==> src/sll_pkg.sv <==
// Package for the per-lane serial link status register bank
// Functional notes
// (RULE1) Bit 7 reads 1 once disparity error count reaches threshold, else 0.
// (RULE2) Bit 6 reads 1 once invalid-code count reaches threshold, else 0.
// (RULE3) Bit 5 reads 1 once misplaced control character count reaches threshold.
// (RULE4) Bit 4 reports inter-lane deskew: 1 achieved, 0 failed.
// (RULE5) Bit 3 reports initial lane synchronization: 1 achieved, 0 lost.
// (RULE6) Bit 2 reports alignment configuration checksum: 1 correct, 0 incorrect.
// (RULE7) Bit 1 reports frame synchronization: 1 achieved, 0 lost.
// (RULE8) Bit 0 reports symbol lock, valid even when alignment sequence skipped.
// (RULE9) With alignment skipped, software ignores deskew, align, checksum, frame bits.
// (RULE10) One 8-bit status register per lane, same layout, lane 6 then 7.
// (RULE11) All status bits are read-only and reset to zero.
// (RULE12) Per-lane saturating counter per error type, compared with 8-bit threshold.
package sll_pkg;
  localparam int NUM_LANES = 8;
  localparam int ADDR_W = 14;
  localparam int DATA_W = 32;
  localparam int IDX_W = 12;
  localparam int CNT_W = 8;
  localparam int ERR_TYPES = 3;

  // Register indices; byte address is four times the index
  localparam logic [IDX_W-1:0] IDX_LANE0_HEALTH = 12'h4b0;
  localparam logic [IDX_W-1:0] IDX_LANE6_HEALTH = 12'h4b6;
  localparam logic [IDX_W-1:0] IDX_LANE7_HEALTH = 12'h4b7;
  localparam logic [IDX_W-1:0] IDX_THRESHOLD = 12'h4a0;
  localparam logic [IDX_W-1:0] IDX_CONTROL = 12'h4a1;
  localparam logic [IDX_W-1:0] IDX_COUNT0 = 12'h4c0;

  // Status bit positions
  localparam int BIT_DISPARITY = 7;
  localparam int BIT_INVALID = 6;
  localparam int BIT_MISPLACED = 5;
  localparam int BIT_DESKEW = 4;
  localparam int BIT_ALIGN = 3;
  localparam int BIT_CHECKSUM = 2;
  localparam int BIT_FRAME = 1;
  localparam int BIT_SYMBOL = 0;

  // Control register fields
  localparam int CTRL_SKIP_BIT = 0;
  localparam int CTRL_CLEAR_BIT = 1;

  // Reset values
  localparam logic [7:0] HEALTH_RESET = 8'h00;
  localparam logic [7:0] THRESHOLD_RESET = 8'hff;
  localparam logic CTRL_SKIP_RESET = 1'b0;
  localparam logic [CNT_W-1:0] COUNT_RESET = 8'h00;
  localparam logic [CNT_W-1:0] COUNT_MAX = 8'hff;

  // Signals from one lane receiver
  typedef struct packed {
    logic disparityErr;
    logic invalidCodeErr;
    logic misplacedKErr;
    logic deskewOk;
    logic initAlignOk;
    logic checksumOk;
    logic frameLocked;
    logic symbolLocked;
  } sll_lane_in_t;
endpackage

==> src/sll_link_status.sv <==
// Lane status register bank with Avalon-MM slave
//
// Local design decision: the Avalon-MM slave port.
`timescale 1ns/1ps
module sll_link_status #(
  parameter int NUM_LANES = sll_pkg::NUM_LANES,
  parameter logic [7:0] THRESHOLD_INIT = sll_pkg::THRESHOLD_RESET
) (
  input wire logic ref_clk,
  input wire logic sys_rst,
  input wire logic [sll_pkg::ADDR_W-1:0] avs_address,
  input wire logic avs_read,
  input wire logic avs_write,
  input wire logic [sll_pkg::DATA_W-1:0] avs_writedata,
  input wire logic [3:0] avs_byteenable,
  output logic [sll_pkg::DATA_W-1:0] avs_readdata,
  output logic avs_waitrequest,
  input sll_pkg::sll_lane_in_t laneIn [NUM_LANES],
  output logic [7:0] errorCountThreshold,
  output logic skipAlignmentSequence
);
  localparam int CNT_W = sll_pkg::CNT_W;
  localparam int SEL_W = (NUM_LANES > 1) ? $clog2(NUM_LANES) : 1;
  localparam int IDX_W = sll_pkg::IDX_W;
  localparam logic [IDX_W-1:0] LANE_SPAN = IDX_W'(NUM_LANES);
  localparam logic [IDX_W-1:0] CNT_SPAN = IDX_W'(4 * NUM_LANES);

  // Bus handshake state
  logic ack_reg;
  logic ack_next;
  logic [sll_pkg::DATA_W-1:0] rdata_reg;
  logic [sll_pkg::DATA_W-1:0] rdata_next;

  // Software settings
  logic [7:0] thresh_reg;
  logic [7:0] thresh_next;
  logic skip_reg;
  logic skip_next;
  logic clear_reg;
  logic clear_next;

  // Lane results
  logic [7:0] laneStatus [NUM_LANES];
  logic [sll_pkg::ERR_TYPES*CNT_W-1:0] laneCounts [NUM_LANES];

  // Request decode
  wire reqActive = avs_read | avs_write;
  wire firstCycle = reqActive & ~ack_reg;
  wire finalCycle = reqActive & ack_reg;
  wire [IDX_W-1:0] wordIdx = avs_address[sll_pkg::ADDR_W-1:2];
  wire aligned = (avs_address[1:0] == 2'b00);
  wire [IDX_W-1:0] laneOff = wordIdx - sll_pkg::IDX_LANE0_HEALTH;
  wire [IDX_W-1:0] cntOff = wordIdx - sll_pkg::IDX_COUNT0;
  wire hitLane = aligned && (wordIdx >= sll_pkg::IDX_LANE0_HEALTH) && (laneOff < LANE_SPAN);
  wire hitThresh = aligned && (wordIdx == sll_pkg::IDX_THRESHOLD);
  wire hitCtrl = aligned && (wordIdx == sll_pkg::IDX_CONTROL);
  wire hitCnt = aligned && (wordIdx >= sll_pkg::IDX_COUNT0) && (cntOff < CNT_SPAN)
    && (cntOff[1:0] != 2'b11);
  wire [SEL_W-1:0] laneSel = laneOff[SEL_W-1:0];
  wire [SEL_W-1:0] cntLane = cntOff[SEL_W+1:2];
  wire [1:0] cntType = cntOff[1:0];

  // Selected read values
  wire [7:0] selStatus = laneStatus[laneSel];
  wire [sll_pkg::ERR_TYPES*CNT_W-1:0] selCounts = laneCounts[cntLane];
  wire [CNT_W-1:0] selCount = (cntType == 2'h0) ? selCounts[2*CNT_W +: CNT_W] :
    (cntType == 2'h1) ? selCounts[CNT_W +: CNT_W] : selCounts[0 +: CNT_W];
  wire [sll_pkg::DATA_W-1:0] ctrlWord = {30'h00000000, clear_reg, skip_reg};

  // Read data of the addressed register, zero when unmapped
  wire [sll_pkg::DATA_W-1:0] readWord =
    hitLane ? {24'h000000, selStatus} : // RULE10
    hitThresh ? {24'h000000, thresh_reg} :
    hitCtrl ? ctrlWord :
    hitCnt ? {24'h000000, selCount} :
    32'h00000000;

  // Write strobes, lane status writes fall through silently
  wire doWrite = finalCycle & avs_write & avs_byteenable[0];
  wire wrThresh = doWrite & hitThresh;
  wire wrCtrl = doWrite & hitCtrl;

  // One wait cycle, answer on the second
  assign ack_next = firstCycle;
  assign rdata_next = (firstCycle & avs_read) ? readWord : rdata_reg;
  assign thresh_next = wrThresh ? avs_writedata[7:0] : thresh_reg;
  assign skip_next = wrCtrl ? avs_writedata[sll_pkg::CTRL_SKIP_BIT] : skip_reg;
  // Clear request is a single-cycle pulse
  assign clear_next = wrCtrl & avs_writedata[sll_pkg::CTRL_CLEAR_BIT];

  always_ff @(posedge ref_clk) begin
    if (sys_rst) begin
      ack_reg <= 1'b0;
      rdata_reg <= 32'h00000000;
    end else begin
      ack_reg <= ack_next;
      rdata_reg <= rdata_next;
    end
  end

  always_ff @(posedge ref_clk) begin
    if (sys_rst) begin
      thresh_reg <= THRESHOLD_INIT;
      skip_reg <= sll_pkg::CTRL_SKIP_RESET;
      clear_reg <= 1'b0;
    end else begin
      thresh_reg <= thresh_next;
      skip_reg <= skip_next;
      clear_reg <= clear_next;
    end
  end

  assign avs_waitrequest = firstCycle;
  assign avs_readdata = rdata_reg;
  assign errorCountThreshold = thresh_reg;
  // Status bits still report; software masks them when skipping
  assign skipAlignmentSequence = skip_reg; // RULE9

  // One status block per lane
  genvar n;
  generate
    for (n = 0; n < NUM_LANES; n++) begin : g_lane
      sll_lane_status #(
        .CNT_W(CNT_W)
      ) u_lane (
        .ref_clk(ref_clk),
        .sys_rst(sys_rst),
        .laneIn(laneIn[n]),
        .threshold(thresh_reg),
        .clearCounts(clear_reg),
        .statusByte(laneStatus[n]),
        .counts(laneCounts[n])
      );
    end
  endgenerate

  // Checks on the bus side
  wait_bound_a: assert property (@(posedge ref_clk) disable iff (sys_rst)
    reqActive |-> ##[0:1] !avs_waitrequest)
    else $error("request not answered within one wait cycle");

  lane_map_a: assert property (@(posedge ref_clk) disable iff (sys_rst) // RULE10
    avs_read && !avs_waitrequest && hitLane && $past(avs_read)
    |-> avs_readdata == {24'h000000, $past(selStatus)})
    else $error("lane register read returned wrong lane");

  lane6_addr_a: assert property (@(posedge ref_clk) disable iff (sys_rst) // RULE10
    (wordIdx == sll_pkg::IDX_LANE6_HEALTH) && aligned |-> hitLane && laneSel == SEL_W'(6))
    else $error("lane 6 register not at its index");

  lane7_addr_a: assert property (@(posedge ref_clk) disable iff (sys_rst) // RULE10
    (wordIdx == sll_pkg::IDX_LANE7_HEALTH) && aligned |-> hitLane && laneSel == SEL_W'(7))
    else $error("lane 7 register not at its index");

  status_ro_a: assert property (@(posedge ref_clk) disable iff (sys_rst) // RULE11
    avs_write && !avs_waitrequest && hitLane |=> thresh_reg == $past(thresh_reg)
      && skip_reg == $past(skip_reg))
    else $error("lane register write disturbed settings");

  thresh_wr_a: assert property (@(posedge ref_clk) disable iff (sys_rst) // RULE12
    wrThresh |=> errorCountThreshold == $past(avs_writedata[7:0]))
    else $error("threshold write not taken");

  clear_pulse_a: assert property (@(posedge ref_clk) disable iff (sys_rst)
    clear_reg |=> !clear_reg || $past(wrCtrl))
    else $error("counter clear held longer than one cycle");

  unmapped_zero_a: assert property (@(posedge ref_clk) disable iff (sys_rst)
    avs_read && !avs_waitrequest && !(hitLane || hitThresh || hitCtrl || hitCnt)
    |-> avs_readdata == 32'h00000000)
    else $error("unmapped read not zero");
endmodule

==> src/sll_lane_status.sv <==
// One lane: error counters, threshold compare and status byte
`timescale 1ns/1ps
module sll_lane_status #(
  parameter int CNT_W = sll_pkg::CNT_W
) (
  input wire logic ref_clk,
  input wire logic sys_rst,
  input sll_pkg::sll_lane_in_t laneIn,
  input wire logic [CNT_W-1:0] threshold,
  input wire logic clearCounts,
  output logic [7:0] statusByte,
  output logic [sll_pkg::ERR_TYPES*CNT_W-1:0] counts
);
  logic [sll_pkg::ERR_TYPES-1:0] errPulse;
  logic [sll_pkg::ERR_TYPES-1:0] overThresh;
  logic [7:0] status_reg;
  logic [7:0] status_next;

  assign errPulse = {laneIn.disparityErr, laneIn.invalidCodeErr, laneIn.misplacedKErr};

  genvar t;
  generate
    for (t = 0; t < sll_pkg::ERR_TYPES; t++) begin : g_err
      logic [CNT_W-1:0] cnt_reg;
      logic [CNT_W-1:0] cnt_next;
      logic [CNT_W-1:0] base;
      logic atMax;
      assign base = clearCounts ? sll_pkg::COUNT_RESET : cnt_reg;
      assign atMax = (base == {CNT_W{1'b1}});
      // Event in a clear cycle still counts once
      assign cnt_next = (errPulse[t] && !atMax) ? base + 1'b1 : base; // RULE12
      always_ff @(posedge ref_clk) begin
        if (sys_rst) begin
          cnt_reg <= sll_pkg::COUNT_RESET;
        end else begin
          cnt_reg <= cnt_next;
        end
      end
      assign overThresh[t] = (cnt_reg >= threshold); // RULE12
      assign counts[t*CNT_W +: CNT_W] = cnt_reg;

      cnt_sat_a: assert property (@(posedge ref_clk) disable iff (sys_rst) // RULE12
        (cnt_reg == {CNT_W{1'b1}}) && !clearCounts |=> cnt_reg == {CNT_W{1'b1}})
        else $error("error counter left saturation");
    end
  endgenerate

  always_comb begin
    status_next = sll_pkg::HEALTH_RESET;
    status_next[sll_pkg::BIT_DISPARITY] = overThresh[2]; // RULE1
    status_next[sll_pkg::BIT_INVALID] = overThresh[1]; // RULE2
    status_next[sll_pkg::BIT_MISPLACED] = overThresh[0]; // RULE3
    status_next[sll_pkg::BIT_DESKEW] = laneIn.deskewOk; // RULE4
    status_next[sll_pkg::BIT_ALIGN] = laneIn.initAlignOk; // RULE5
    status_next[sll_pkg::BIT_CHECKSUM] = laneIn.checksumOk; // RULE6
    status_next[sll_pkg::BIT_FRAME] = laneIn.frameLocked; // RULE7
    status_next[sll_pkg::BIT_SYMBOL] = laneIn.symbolLocked; // RULE8
  end

  always_ff @(posedge ref_clk) begin
    if (sys_rst) begin
      status_reg <= sll_pkg::HEALTH_RESET; // RULE11
    end else begin
      status_reg <= status_next;
    end
  end

  assign statusByte = status_reg;

  disp_flag_a: assert property (@(posedge ref_clk) disable iff (sys_rst) // RULE1
    !$past(sys_rst) |-> statusByte[7] == ($past(counts[2*CNT_W +: CNT_W]) >= $past(threshold)))
    else $error("disparity flag disagrees with count and threshold");
  invalid_flag_a: assert property (@(posedge ref_clk) disable iff (sys_rst) // RULE2
    !$past(sys_rst) |-> statusByte[6] == ($past(counts[CNT_W +: CNT_W]) >= $past(threshold)))
    else $error("invalid code flag disagrees with count and threshold");
  misplaced_flag_a: assert property (@(posedge ref_clk) disable iff (sys_rst) // RULE3
    !$past(sys_rst) |-> statusByte[5] == ($past(counts[0 +: CNT_W]) >= $past(threshold)))
    else $error("misplaced control flag disagrees with count and threshold");
  deskew_bit_a: assert property (@(posedge ref_clk) disable iff (sys_rst) // RULE4
    $rose(laneIn.deskewOk) |=> statusByte[4])
    else $error("deskew bit did not follow lane");
  align_bit_a: assert property (@(posedge ref_clk) disable iff (sys_rst) // RULE5
    $fell(laneIn.initAlignOk) |=> !statusByte[3])
    else $error("alignment bit did not drop");
  checksum_bit_a: assert property (@(posedge ref_clk) disable iff (sys_rst) // RULE6
    laneIn.checksumOk [*2] |-> statusByte[2])
    else $error("checksum bit did not follow lane");
  frame_bit_a: assert property (@(posedge ref_clk) disable iff (sys_rst) // RULE7
    !$past(sys_rst) |-> statusByte[1] == $past(laneIn.frameLocked))
    else $error("frame bit did not follow lane");
  symbol_bit_a: assert property (@(posedge ref_clk) disable iff (sys_rst) // RULE8
    !$past(sys_rst) |-> statusByte[0] == $past(laneIn.symbolLocked))
    else $error("symbol lock bit did not follow lane");
  status_reset_a: assert property (@(posedge ref_clk) // RULE11
    sys_rst |=> statusByte == 8'h00)
    else $error("status byte not zero after reset");
endmodule

==> config.mk <==
export PLATFORM = sky130hd
export DESIGN_NAME = sll_link_status
export DESIGN_NICKNAME = d
export VERILOG_FILES = /design/src/sll_pkg.sv /design/src/sll_link_status.sv /design/src/sll_lane_status.sv
export SDC_FILE = /design/constraint.sdc
export NUM_CORES = 1
export LEC_CHECK = 0
export ABC_AREA = 1
export CORE_ASPECT_RATIO = 0.9
export CORE_MARGIN = 1
export CORE_UTILIZATION = 48
export CTS_CLUSTER_SIZE = 30
export DETAILED_ROUTE_END_ITERATION = 16
export DONT_BUFFER_PORTS = 1
export PLACE_DENSITY_LB_ADDON = 0.08
export SYNTH_ARGS = -nofsm -noshare
export SYNTH_HDL_FRONTEND = slang
export SYNTH_SLANG_ARGS = --single-unit
export TNS_END_PERCENT = 100
==> constraint.sdc <==
create_clock -name ref_clk -period 2.6 [get_ports ref_clk]
set_clock_uncertainty 0.05 [all_clocks]
set_input_delay 0.26 -clock ref_clk [delete_from_list [all_inputs] [get_ports ref_clk]]
set_output_delay 0.26 -clock ref_clk [all_outputs]
set_load 0.005 [all_outputs]
==> results.cfg <==
[pwr]
irDropWorstVdd_v = 0.000512
pwr_density_cell_nw_per_um2 = 466
p_leak_nw = 10.3

[yosys]
postSynth.asyncResetShare_pct = 0
synth_edf_count = 0
synth_warnings = 0
synthesis.instances = 2974
post_synth_main_area_contributors = sky130_fd_sc_hd__dfxtp_1, sky130_fd_sc_hd__ha_1, sky130_fd_sc_hd__nand2_1, sky130_fd_sc_hd__a21oi_1, sky130_fd_sc_hd__inv_1
postSynthAreaPerCell_um2 = 6.68
post_synth_instance_area_um2 = 19900
yosysSeqAreaShare_pct = 27.7
post-synth-top-area-fraction_pct = 27.7
ys_seq_elements = 275
yosys.cell_types.count = 39
yosysTopAreaCell = sky130_fd_sc_hd__dfxtp_1
ys_dominant_reg_cell = sky130_fd_sc_hd__dfxtp_1

[sta]
worst_pin_slew_ps = 817
fin_crit_period_ps = 2470
final_hold_viol_count = 0
timing.setup.tns_ps = 0
grt_setup_unrepaired = false
timing.max_slew.rel_slack_pct = 45.5
timing.final.setup_violations = 0
finalCritPeriodShare_pct = 95.2
slew_violations = 0
achievable-frequency_mhz = 404

[grt]
overflow = 0
grt_pass1_wl_um = 97200
grt_antenna_before_repair = 1
overall_fraction_of_global_route_tracks_in_use_pct = 29.0
first_global_vias = 18187
grt_start_max_net_pins = 129

[drt]
viasPerCell = 5.43
post-route-drc-count = 0
highest_layer = met4
met1_length_um = 28600
firstDrtPassIters = 6
drtIter0Drc = 1420
dr_wl_met2_um = 26700
via_count = 19465
drt-wirelength-per-cell_um = 17.2
met3RoutedLength_um = 4170
totalWireLength_um = 61600
ant_nets = 0

[finish]
synthToLayoutAreaGrowth_pct = 12.5
final_design_area_no_fill_um2 = 22400
layout.cells.most_common_list = sky130_fd_sc_hd__nand2_1, sky130_fd_sc_hd__inv_1, sky130_fd_sc_hd__a21oi_1, sky130_fd_sc_hd__nor2_1, sky130_fd_sc_hd__dfxtp_1
share_of_final_layout_standard_cells_stronger_than_drive_strength_1_pct = 7.93
most_common_library_cell_in_the_layout_ignoring_fill_and_taps = sky130_fd_sc_hd__nand2_1
final_core_util_pct = 54.9
largest_register_ff_count = 192
final_nets = 3352

[worst_setup_path]
critPathKind = reg2reg
end_kind = register
ff2ff_path_depth = 10
slowest_stage = sky130_fd_sc_hd__dlygate4sd3_1
worst_path_largest_cell_delay_ps = 600
path_delay_family = buffers and inverters
arrival_ps = 2920
nature_of_the_critical_path_startpoint = register
critPathRequiredTime_ps = 3040
reg2reg_from = ack_reg
reg2reg_slack_ps = 130
crit_path_cell_trace = a21oi_2 > dlygate4sd3_1 > inv_1 > nor2_2 > buf_6 > inv_1 > a21oi_1 > nand2_1 > a21oi_1 > dlygate4sd3_1
crit_fanout = 13
rr_endpoint = avs_readdata[2]
cp.buffers_inverters = 5

[clock_network]
clockBufferDepth = 3
path_clk_slew_ps = 60
htree_levels = 2
clock-root-buffer = sky130_fd_sc_hd__clkbuf_16
cts.sinks = 275
numCtsBuffers = 34
cts_post_setup_buffers_inserted = 0
clk_latency_ps = 550
tritoncts = yes

[floorplan]
pin_count = 160
core_area_um2 = 40700
initial_utilization_pct = 48.8
placement_rows = 70
dieWidth_um = 217
floorplan.die_area_um2 = 42200
die_h_um = 195

[min_path]
min_path_type = in2reg
hold-path-cell-count = 6
holdCritStartpoint = avs_address[3]
min_delay_worst_endpoint = avs_readdata[6]

[status]
status = completed

[placed_design]
dp_hpwl_um = 41900
place_congestion = 0.881
placedInstanceArea_um2 = 20400
io_buffers = 0

[run]
timing.max_cap.violations = 0
[kinds of logic (layout without fill, tap and decap cells)]
family,after synthesis,after routing,synth area share (%)
AO/OA/AOI/OAI,508,508,13.4
XOR/XNOR,63,63,2.78
adder cells (fa/ha/maj),216,216,13.6
buffers and inverters,532,575,11.3
other,1,26,0.0189
flip-flops,275,275,27.7
AND/OR/NAND/NOR,1379,1379,31.2
[report_power, final]
part	switching (mW)	internal [mW]	total (mW)	leakage, nW
clock	1.91	3.07	4.98	0.573
combinational	0.665	0.371	1.04	7.46
sequential	0.0784	4.33	4.41	2.24
total	2.65	7.77	10.4	10.3
[metal layers]
layer  up-vias  GRT usage [%]
met5         -              0
met4         0           11.0
li1       9810              -
met3       138           5.75
met1      8960           39.5
met2       557           45.0
[synthesized netlist by cell type, drive strengths merged, types with 8 or more instances]
library cell  instances
a21oi               300
and3                 11
buf                  79
clkbuf               49
dfxtp               275
ha                  216
inv                 401
nand2               667
nand3               225
nand4                61
nor2                338
nor3                 74
o2111ai              24
o211ai                8
o21ai               171
xnor2                25
xor2                 38
[worst reg2reg max path, stage by stage (launching register included)]
cell and delay (ps):
sky130_fd_sc_hd__dfxtp_1 330, sky130_fd_sc_hd__a21oi_2 160, sky130_fd_sc_hd__dlygate4sd3_1 600, sky130_fd_sc_hd__inv_1 70
sky130_fd_sc_hd__nor2_2 110, sky130_fd_sc_hd__buf_6 170, sky130_fd_sc_hd__inv_1 90, sky130_fd_sc_hd__a21oi_1 120
sky130_fd_sc_hd__nand2_1 60, sky130_fd_sc_hd__a21oi_1 120, sky130_fd_sc_hd__dlygate4sd3_1 550
[layout make-up]
class / count / area [um^2]
Antenna cell: 2 / 5.00
Clock buffer: 51 / 1050
Clock inverter: 7 / 110
Fill cell: 4017 / 18400
Inverter: 404 / 1520
Multi-Input combinational cell: 2190 / 12200
Sequential cell: 275 / 5510
Tap cell: 540 / 676
Timing Repair Buffer: 113 / 1260
[repair_timing]
item | 4_1_cts | 5_1_grt
hold buffers | 78 | 0
hold endpoints to repair | 179 | 0
gates resized for setup | 0 | 4
endpoints found under the setup margin | 0 | 3
[through the flow]
stage          power (mW)  instances  hold slack (ps)  setup WS (ps)
3_5_place_dp         5.37       3444              293            265
6_report             10.4       3582             23.3            125
5_1_grt              10.8       3581             34.5           29.0
3_3_place_gp         5.34       3444              290            334
4_1_cts              10.5       3580             5.01            129
2_1_floorplan        5.20       2997              317            278
[how the worst max path moves through the flow]
stage | startpoint | end | depth (start not counted)
detailed placement | clear_reg | g_lane[4].u_lane.g_err[2].cnt_reg[5] | 14
floorplan | clear_reg | g_lane[6].u_lane.g_err[2].cnt_reg[5] | 17
finish | ack_reg | avs_readdata[2] | 10
CTS | ack_reg | avs_readdata[2] | 10
global placement | clear_reg | g_lane[6].u_lane.g_err[0].cnt_reg[5] | 14
global route | ack_reg | avs_readdata[2] | 10
Note: power is estimated with default switching activity, not from simulation.
